### config.mk
export PLATFORM = sky130hd
export DESIGN_NAME = load_threshold_monitor
export DESIGN_NICKNAME = d
export VERILOG_FILES = /design/src/rtl/load_threshold_pkg.sv /design/src/rtl/second_timer.sv /design/src/rtl/load_threshold_monitor.sv
export SDC_FILE = /design/constraint.sdc
export NUM_CORES = 1
export LEC_CHECK = 0
export BUFFER_PORTS_ARGS = -buffer_cell sky130_fd_sc_hd__buf_2
export CAP_MARGIN = 10
export CORE_MARGIN = 1.5
export CORE_UTILIZATION = 60
export DETAILED_ROUTE_END_ITERATION = 8
export PLACE_DENSITY = 0.78
export SYNTH_ARGS = -nofsm -noshare
export SYNTH_HDL_FRONTEND = slang
export SYNTH_SLANG_ARGS = --single-unit
### constraint.sdc
create_clock -name i_ref_clk -period 3.57 [get_ports i_ref_clk]
set_input_delay 0.1785 -clock i_ref_clk [delete_from_list [all_inputs] [get_ports i_ref_clk]]
set_output_delay 0.1785 -clock i_ref_clk [all_outputs]
set_load 0.01 [all_outputs]
### src/rtl/load_threshold_pkg.sv
/*
 * Shared types and constants for the generator load threshold monitor.
 * Assumes a single 125 MHz clock and that power and settings are stable,
 * synchronous inputs supplied by the surrounding controller.
 */
// How it works
// A mode input picks low-power monitoring with 0 and high-power monitoring with 1.
// The monitoring result leaves the block as one registered digital output.
// When the enable input is configured, monitoring runs only while it is active.
// After each activation of the enable input the output stays off for the initial delay.
// Both thresholds are percentages of the rated generator power.
// Thresholds that are both zero or inconsistent disable the block and clear the output.
// In low-power mode the output asserts on underload to switch in a dummy load.
// In high-power mode the output asserts on heavy load to shed non-essential loads.
// The configuring party keeps the switched load step inside the opposite threshold.
// Assertion and release each need their condition held for the matching delay.
// A delay timer restarts whenever its condition drops before the delay expires.
package load_threshold_pkg;

    // Monitoring modes.
    localparam logic MODE_LOW_POWER = 1'b0;
    localparam logic MODE_HIGH_POWER = 1'b1;

    // Width of power readings and settings.
    localparam int POWER_W = 16;
    localparam int PCT_W = 8;
    localparam int SEC_W = 16;

    // One second at the 125 MHz reference clock.
    localparam int CLK_HZ = 125_000_000;
    localparam int SEC_CYCLES = CLK_HZ;

    // Percent divisor for threshold scaling.
    localparam int PCT_FULL = 100;

    // Monitor state.
    typedef enum logic [1:0] {
        ST_DISABLED = 2'b00,
        ST_SETTLING = 2'b01,
        ST_IDLE = 2'b10,
        ST_ACTIVE = 2'b11
    } monitor_state_t;

    // Settings that travel together.
    typedef struct packed {
        logic mode;
        logic [PCT_W-1:0] low_pct;
        logic [PCT_W-1:0] high_pct;
        logic [SEC_W-1:0] init_delay_s;
        logic [SEC_W-1:0] low_delay_s;
        logic [SEC_W-1:0] high_delay_s;
        logic [POWER_W-1:0] rated_power;
    } monitor_cfg_t;

endpackage : load_threshold_pkg

### src/rtl/second_timer.sv
/*
 * Seconds timer: counts whole seconds while run is held and flags when
 * the programmed count is reached. Assumes a synchronous run input.
 */
`timescale 1ns/1ps
module second_timer #(
    parameter int TICK_CYCLES = load_threshold_pkg::SEC_CYCLES
) (
    // Clock and reset
    input wire logic i_ref_clk,
    input wire logic i_arst_n,
    // Control
    input wire logic i_run,
    input wire logic [load_threshold_pkg::SEC_W-1:0] i_limit_s,
    // Status
    output logic o_done
);
    // One second step, sized to the seconds counter so the increment never pads.
    localparam logic [load_threshold_pkg::SEC_W-1:0] SEC_ONE =
        {{(load_threshold_pkg::SEC_W-1){1'b0}}, 1'b1};
    logic [31:0] tick;
    logic [load_threshold_pkg::SEC_W-1:0] secs;

    // Dropping run clears both counters, so a broken condition starts over.
    always_ff @(posedge i_ref_clk or negedge i_arst_n) begin
        if (!i_arst_n) begin
            tick <= 32'h0000_0000;
            secs <= '0;
        end else if (!i_run) begin
            tick <= 32'h0000_0000;
            secs <= '0;
        end else if (secs != i_limit_s) begin
            if (tick == 32'(TICK_CYCLES - 1)) begin
                tick <= 32'h0000_0000;
                secs <= secs + SEC_ONE;
            end else begin
                tick <= tick + 32'h0000_0001;
            end
        end
    end

    // Done while running and the whole count has elapsed; a zero limit is immediate.
    assign o_done = i_run && (secs == i_limit_s);
endmodule : second_timer

### src/rtl/load_threshold_monitor.sv
/*
 * Generator load threshold monitor: compares active power against two
 * percentage thresholds with qualifying delays and drives one output.
 * Assumes power and settings are synchronous and already filtered.
 */
`timescale 1ns/1ps
module load_threshold_monitor #(
    parameter int TICK_CYCLES = load_threshold_pkg::SEC_CYCLES
) (
    // Clock and reset
    input wire logic i_ref_clk,
    input wire logic i_arst_n,
    // Settings
    input wire load_threshold_pkg::monitor_cfg_t i_cfg,
    input wire logic i_enable_configured,
    // Live inputs
    input wire logic i_load_monitor_enable_input,
    input wire logic [load_threshold_pkg::POWER_W-1:0] i_active_power,
    // Result
    output logic o_load_threshold_output_function,
    output logic [1:0] o_state
);
    load_threshold_pkg::monitor_state_t state;
    load_threshold_pkg::monitor_state_t next_state;
    logic [31:0] low_lim;
    logic [31:0] high_lim;
    logic [31:0] pwr_x100;
    logic below_low;
    logic above_high;
    logic cfg_bad;
    logic gate_on;
    logic settle_run;
    logic settle_done;
    logic set_cond;
    logic clr_cond;
    logic set_done;
    logic clr_done;
    logic out_q;

    // percent scaling: compare power*100 with pct*rated, avoiding a divider.
    assign pwr_x100 = 32'(i_active_power) * 32'(load_threshold_pkg::PCT_FULL);
    assign low_lim = 32'(i_cfg.low_pct) * 32'(i_cfg.rated_power);
    assign high_lim = 32'(i_cfg.high_pct) * 32'(i_cfg.rated_power);
    assign below_low = pwr_x100 < low_lim;
    assign above_high = pwr_x100 > high_lim;

    // bad settings: both zero, or low not below high.
    assign cfg_bad = ((i_cfg.low_pct == '0) && (i_cfg.high_pct == '0))
        || (i_cfg.low_pct >= i_cfg.high_pct);

    // enable gating: an unconfigured input counts as always active.
    assign gate_on = !i_enable_configured || i_load_monitor_enable_input;

    // Delay that qualifies one transition. Asserting waits for the delay of the side that
    // triggers the mode, releasing waits for the other one, so both timers share one decode.
    function automatic logic [load_threshold_pkg::SEC_W-1:0] pick_delay(
        input load_threshold_pkg::monitor_cfg_t cfg,
        input logic for_set
    );
        if ((cfg.mode == load_threshold_pkg::MODE_HIGH_POWER) == for_set) begin
            return cfg.high_delay_s;
        end
        return cfg.low_delay_s;
    endfunction : pick_delay

    // mode steering: which side asserts and which releases.
    always_comb begin
        if (i_cfg.mode == load_threshold_pkg::MODE_LOW_POWER) begin
            set_cond = below_low;
            clr_cond = above_high;
        end else begin
            set_cond = above_high;
            clr_cond = below_low;
        end
    end

    // initial delay runs only in settling, and only with an enable input.
    assign settle_run = (state == load_threshold_pkg::ST_SETTLING);

    second_timer #(
        .TICK_CYCLES(TICK_CYCLES)
    ) u_settle (
        .i_ref_clk(i_ref_clk),
        .i_arst_n(i_arst_n),
        .i_run(settle_run),
        .i_limit_s(i_cfg.init_delay_s),
        .o_done(settle_done)
    );

    // assert delay: restarts whenever the condition lapses.
    second_timer #(
        .TICK_CYCLES(TICK_CYCLES)
    ) u_set (
        .i_ref_clk(i_ref_clk),
        .i_arst_n(i_arst_n),
        .i_run((state == load_threshold_pkg::ST_IDLE) && set_cond),
        .i_limit_s(pick_delay(i_cfg, 1'b1)),
        .o_done(set_done)
    );

    // release delay: restarts whenever the condition lapses.
    second_timer #(
        .TICK_CYCLES(TICK_CYCLES)
    ) u_clr (
        .i_ref_clk(i_ref_clk),
        .i_arst_n(i_arst_n),
        .i_run((state == load_threshold_pkg::ST_ACTIVE) && clr_cond),
        .i_limit_s(pick_delay(i_cfg, 1'b0)),
        .o_done(clr_done)
    );

    // Next-state selection; disabling wins over everything else.
    always_comb begin
        next_state = state;
        case (state)
            load_threshold_pkg::ST_DISABLED: begin
                if (gate_on && !cfg_bad) begin
                    next_state = i_enable_configured ? load_threshold_pkg::ST_SETTLING
                        : load_threshold_pkg::ST_IDLE;
                end
            end
            load_threshold_pkg::ST_SETTLING: begin
                // hold off until the settling time has passed.
                if (settle_done) begin
                    next_state = load_threshold_pkg::ST_IDLE;
                end
            end
            load_threshold_pkg::ST_IDLE: begin
                if (set_done) begin
                    next_state = load_threshold_pkg::ST_ACTIVE;
                end
            end
            load_threshold_pkg::ST_ACTIVE: begin
                if (clr_done) begin
                    next_state = load_threshold_pkg::ST_IDLE;
                end
            end
            default: begin
                next_state = load_threshold_pkg::ST_DISABLED;
            end
        endcase
        // an inactive enable or bad settings force the disabled state.
        if (!gate_on || cfg_bad) begin
            next_state = load_threshold_pkg::ST_DISABLED;
        end
    end

    // State register.
    always_ff @(posedge i_ref_clk or negedge i_arst_n) begin
        if (!i_arst_n) begin
            state <= load_threshold_pkg::ST_DISABLED;
        end else begin
            state <= next_state;
        end
    end

    // registered output, high only in the active state.
    always_ff @(posedge i_ref_clk or negedge i_arst_n) begin
        if (!i_arst_n) begin
            out_q <= 1'b0;
        end else begin
            out_q <= (next_state == load_threshold_pkg::ST_ACTIVE);
        end
    end

    assign o_load_threshold_output_function = out_q;
    assign o_state = state;
endmodule : load_threshold_monitor

==> results of run 1 <==
## worst register-to-register path: stages, from the launching register on
cell and delay (ns):
dfrtp_1 0.44, ha_1 0.22, and3_1 0.21, nand3_1 0.14, or3_1 0.45, nor3_1 0.50
and2_1 0.73, buf_4 0.26, nand3_1 0.11, xor2_1 0.25, nor2_4 0.06
## final timing paths
| kind | start | endpoint | slack, ns | depth (start not counted) |
|---|---|---|---|---|
| worst max register to register | u_clr.tick[0] | u_clr.secs[4] | 0.10 | 10 |
| max in group asynchronous | i_arst_n | u_clr.tick[0] | 2.39 | 3 |
| worst min-delay path | i_enable_configured | o_state[1] | 0.19 | 4 |
| worst max-delay path | i_cfg[76] | u_clr.tick[16] | -2.84 | 27 |
| worst min register to register | u_settle.tick[1] | u_settle.tick[1] | 0.53 | 1 |
| min in group asynchronous | i_arst_n | u_settle.secs[4] | 0.38 | 2 |
## state kept, by name (all words and copies together) (netlist names)
name,flops
u_settle.tick,32
o_state,2
o_load_threshold_output_function,1
u_set.tick,32
u_clr.secs,16
u_settle.secs,16
u_clr.tick,32
u_set.secs,16
## cells by family after synthesis
logic type / count (synthesis) / synth area share, %
AOI/OAI and AO/OA: 313 / 10.4
xor gates and xnor gates: 166 / 7.53
adders and majority gates: 376 / 31.3
buffers and inverters: 383 / 7.60
DFF: 147 / 19.1
muxes: 40 / 2.08
and+or+nand+nor: 792 / 22.0
## metal layers
metal | vias to the layer above | global-route usage (%) | routed length [um]
met4 | 0 | 8.30 | 1460
met2 | 739 | 54.3 | 27100
met5 | - | 0 | 0
met3 | 146 | 5.03 | 3470
met1 | 8726 | 42.4 | 22700
li1 | 8160 | - | -
## synth_stat cells (10+ instances only)
master | instances | area, um^2
and2_1 | 184 | 1150
nor3_1 | 25 | 125
or3_1 | 40 | 250
xor2_1 | 82 | 718
mux2i_1 | 39 | 390
a21o_1 | 29 | 218
and3_1 | 33 | 206
or4_1 | 34 | 255
a21oi_1 | 116 | 581
xnor2_1 | 84 | 736
nor4_1 | 29 | 181
dfrtp_1 | 147 | 3680
nand4_1 | 45 | 282
nand3_1 | 61 | 305
nor2_1 | 115 | 432
clkbuf_1 | 57 | 214
o21ai_0 | 58 | 290
ha_1 | 197 | 2460
o31ai_1 | 37 | 278
nand2_1 | 171 | 642
inv_1 | 310 | 1160
fa_1 | 179 | 3580
buf_2 | 12 | 60.1
nor2b_1 | 10 | 62.6
nand2b_1 | 10 | 62.6
and4_1 | 11 | 96.3
## power by group
| group | leakage (nW) | internal (W) | switching [W] |
|---|---|---|---|
| Sequential | 2.05 | 0.00168 | 0.0000157 |
| Combinational | 9.39 | 0.00585 | 0.00641 |
| Clock | 0.294 | 0.00112 | 0.000768 |
| Total | 11.7 | 0.00866 | 0.00719 |
## final cells by class
| cell class | count | area [um^2] | area share [%] |
|---|---|---|---|
| multi-input combinational | 1694 | 15500 | 62.6 |
| inverter | 310 | 1160 | 4.70 |
| clock buffer | 18 | 439 | 1.77 |
| clock inverter | 14 | 175 | 0.707 |
| tap | 402 | 503 | 2.03 |
| sequential | 147 | 3680 | 14.8 |
| timing repair buffer | 403 | 3300 | 13.3 |
## per-stage QoR
stage | area [um^2] | hold WS [ns]
floorplan | 19800 | -0.117
detailed placement | 22200 | 0.345
CTS | 23800 | 0.182
finish | 24800 | 0.189
global placement | 22200 | 0.344
global route | 24800 | 0.208
## what timing repair did
item	CTS	global route
gates cloned	13	6
hold endpoints to repair	100	0
buffers inserted	21	24
endpoints found under the setup margin	98	98
hold buffers	1	0
pin swaps	64	112
gates resized for setup	149	204
==> results.py, run 1 <==
metrics = {
    "yosys": {
        "avgSynthCellArea_um2": 8.71,
        "synth_flop_cell": "dfrtp_1",
        "syn_inst": 2217,
        "synth-edff-count": 0,
        "synth-seq-cells": 147,
        "yosysWarnings": 0,
        "synth_area_um2": 19300,
        "async_reset_ff_share_pct": 100,
        "yosysSeqAreaShare_pct": 19.1,
        "synth_nets": 2694,
        "synth_cell_types": 67,
    },
    "detailed_routing": {
        "post_drt_wl_per_cell_um": 18.3,
        "drtIter0Drc": 1257,
        "wl_um": 54600,
        "drtAntennaViolNets": 0,
        "drtPass1Iterations": 6,
        "avgViaCountPerCell": 5.95,
        "vias": 17771,
        "route.detailed.drc": 0,
    },
    "floorplanning": {
        "rows": 65,
        "die_h_um": 182,
        "die_width_um": 182,
        "coreArea_um2": 31600,
        "initial_utilization_pct": 61.0,
        "io_pins": 104,
        "die_area_um2": 33300,
    },
    "timing": {
        "rsz0062_at_grt": "true",
        "worst_pin_slew_ns": 0.966,
        "period_share_pct": 179,
        "slew_headroom_pct": 35.6,
        "finalHoldViolCount": 0,
        "min_period_ns": 6.41,
        "fmax_ghz": 0.156,
        "setup_viol": 98,
        "fin_worst_skew_ns": 0.00919,
        "fin_setup_tns_ns": -262.70,
        "drv_slew": 0,
        "setup_ws_ns": -2.84,
    },
    "grt": {
        "antenna_found_initial": 0,
        "overflow": 0,
        "grt_pass1_vias": 18117,
        "grt_max_degree": 102,
        "grt_pass1_wl_um": 86500,
        "grtUsageTotal_pct": 31.8,
    },
    "layout": {
        "mostFrequentLayoutCells": "292 x inv_1, 258 x buf_4, 179 x ha_1",
        "fill_cells": 1954,
        "final_common_cell": "inv_1",
        "insertedDiodeCount": 0,
        "area_growth_pct": 28.3,
        "drive_above_1_share_pct": 27.5,
        "final_util_pct": 78.3,
        "final_nets": 3050,
        "final_cells": 2988,
    },
    "worst_setup_path": {
        "cp-start-kind": "input pin",
        "slowest_delay_ns": 0.54,
        "critPathArrivalTime_ns": 6.78,
        "worstPathBufferInverterCount": 5,
        "required_ns": 3.95,
        "cp_common_cell": "fa_1",
        "critical_path_class": "input pin to register",
        "slowest_stage": "fa_1",
        "cpLargestDelayFamily": "adder cells",
        "critPathMaxFanout": 8,
        "end_kind": "register",
    },
    "clock_network": {
        "cts_tree": "built",
        "clk_latency_ns": 0.45,
        "root_buffer": "clkbuf_16",
        "cts.path.max_buffers": 2,
        "clock-sinks": 147,
        "cts_buffers": 17,
        "clk_pin_slew_ns": 0.06,
        "htree_levels": 4,
    },
    "placed_design": {
        "dp_cells": 2898,
        "dp_hpwl_um": 38100,
        "dp_slack_ns": -3.38,
        "io_buffers": 103,
        "place.gp.congestion": 0.918,
    },
    "min_path": {
        "hp-class": "input pin to register",
    },
    "pwr": {
        "power_w": 0.0158,
        "vdd_drop_max_uv": 465,
        "leakage_nw": 11.7,
        "pwr_density_cell_nw_per_um2": 640,
    },
    "run_status": {
        "violations": "negative setup slack",
        "outcome": "finished, violations left",
    },
    "run": {
        "drv_cap": 0,
    },
}
Note: power is estimated with default switching activity, not from simulation.
==> inputs of run 2 (changes only) <==
Settings changed: CORE_UTILIZATION 60 to 44, PLACE_DENSITY 0.78 to not set.
==> run 2 against run 1 <==
Effect of this change:
- clock power about the same
- the flow still finishes with violations (negative setup slack)
- critical path depth is 1 higher
- wire length shrank 5.4%
- highest routed layer unchanged
==> results.py, run 2 (synthesis gave the netlist of run 1 again) <==
metrics = {
    "run_status": {
        "outcome": "finished, violations left",
        "violations": "negative setup slack",
    },
    "detailed_routing": {
        "drtIter0Drc": 1005,
        "drtAntennaViolNets": 0,
        "route.detailed.drc": 0,
        "avgViaCountPerCell": 5.34,
        "vias": 17054,
        "post_drt_wl_per_cell_um": 16.2,
        "drtPass1Iterations": 5,
        "wl_um": 51700,
    },
    "layout": {
        "mostFrequentLayoutCells": "290 x inv_1, 278 x buf_4, 174 x ha_1",
        "final_common_cell": "inv_1",
        "area_growth_pct": 30.6,
        "final_cells": 3192,
        "final_nets": 3071,
        "top_regs": "u_clr.tick: 32 flops, u_set.tick: 32 flops, u_settle.tick: 32 flops",
        "drive_above_1_share_pct": 28.0,
        "insertedDiodeCount": 0,
    },
    "floorplanning": {
        "die_width_um": 212,
        "io_pins": 104,
        "coreArea_um2": 43200,
        "rows": 76,
        "initial_utilization_pct": 44.7,
        "die_area_um2": 45100,
        "die_h_um": 212,
    },
    "grt": {
        "grt_max_degree": 86,
        "overflow": 0,
        "grt_pass1_vias": 17196,
        "antenna_found_initial": 0,
        "grtUsageTotal_pct": 23.6,
        "grt_pass1_wl_um": 86200,
    },
    "clock_network": {
        "cts.path.max_buffers": 2,
        "cts_tree": "built",
        "root_buffer": "clkbuf_16",
        "clk_latency_ns": 0.44,
        "cts_buffers": 17,
        "htree_levels": 4,
        "clk_pin_slew_ns": 0.06,
        "clock-sinks": 147,
    },
    "placed_design": {
        "dp_hpwl_um": 39100,
        "place.gp.congestion": 0.880,
        "io_buffers": 103,
        "dp_cells": 3097,
        "dp_slack_ns": -3.57,
    },
    "timing": {
        "worst_pin_slew_ns": 0.823,
        "fmax_ghz": 0.157,
        "fin_worst_skew_ns": 0.0111,
        "finalHoldViolCount": 0,
        "slew_headroom_pct": 45.1,
        "rsz0062_at_grt": "true",
        "period_share_pct": 179,
        "setup_viol": 98,
        "drv_slew": 0,
        "setup_ws_ns": -2.80,
        "min_period_ns": 6.37,
    },
    "worst_setup_path": {
        "slowest_delay_ns": 0.55,
        "cp-start-kind": "input pin",
        "slowest_stage": "fa_1",
        "end_kind": "register",
        "required_ns": 3.93,
        "critical_path_class": "input pin to register",
        "cp_common_cell": "fa_1",
        "critPathArrivalTime_ns": 6.73,
        "critPathMaxFanout": 6,
    },
    "pwr": {
        "leakage_nw": 11.8,
        "vdd_drop_max_uv": 405,
        "pwr_density_cell_nw_per_um2": 640,
    },
    "run": {
        "drv_cap": 0,
    },
    "min_path": {
        "hp-class": "input pin to register",
    },
}
[run 2: changes by cell type in the layout (fill, tap and decap cells not counted), moves of 4 or more]
cell and change:
fa_1 -5, or4_1 +4, o31ai_1 +4, or4_4 -4, ha_1 -5, fa_2 +5
buf_12 +5, buf_4 +20, nor2_1 +4
[run 2: per-layer routing]
layer  routed length, um  global-route usage (%)  up-vias
met4                 733                    4.38        0
met1               25100                    34.6     8465
li1                    -                       -     8197
met5                   0                       0        -
met2               23800                    37.3      335
met3                2010                    3.04       57
[run 2: per-stage QoR]
step	area [um^2]	hold slack [ns]	total power, W	setup TNS (ns)	util [%]
detailed placement	22600	0.279	0.0120	-324.75	52.4
floorplan	19800	-0.117	0.00817	-248.60	-
global placement	22600	0.278	0.0117	-317.56	52.4
finish	25200	0.271	0.0161	-259.66	58.4
global route	25200	0.286	0.0175	-277.43	58.4
CTS	24400	0.252	0.0154	-258.11	56.4
[run 2: area by class of cell]
type                       instances  area [um^2]
multi-input combinational       1695        15500
sequential                       147         3680
clock inverter                    13          184
inverter                         310         1160
clock buffer                      19          433
timing repair buffer             423         3490
tap                              585          732
fill                            3817        18000
[run 2: path summary, 6_finish.rpt]
kind	slack [ns]	from	cells after the start	to
worst min-delay path	0.27	i_enable_configured	4	o_state[1]
worst min register to register	0.52	u_settle.tick[1]	1	u_settle.tick[1]
worst max register to register	0.65	u_clr.secs[5]	10	u_clr.tick[3]
max in group asynchronous	2.26	i_arst_n	3	u_set.tick[28]
min in group asynchronous	0.35	i_arst_n	2	u_settle.secs[9]
worst max-delay path	-2.80	i_cfg[79]	28	u_set.tick[27]
[run 2: repair_timing]
| item | 4_1_cts | 5_1_grt |
|---|---|---|
| resized for setup | 180 | 177 |
| endpoints found under the hold margin | 82 | 0 |
| cloned | 12 | 6 |
| pin swaps | 123 | 123 |
| hold buffers | 1 | 0 |
| buffers inserted | 34 | 17 |
| setup endpoints to repair | 98 | 98 |
[run 2: power breakdown]
| part | switching (W) | internal, W | leakage [nW] |
|---|---|---|---|
| Combinational | 0.00638 | 0.00614 | 9.49 |
| Clock | 0.000746 | 0.00117 | 0.305 |
| Sequential | 0.0000155 | 0.00168 | 2.05 |
[run 2: critical path, delay by kind of cell]
family                   cells  cell delay [ns]
AO/OA/AOI/OAI                9             1.79
XOR/XNOR                     1             0.10
adder cells (fa/ha/maj)      6             2.61
buffers and inverters        6             0.69
AND/OR/NAND/NOR              6             1.33
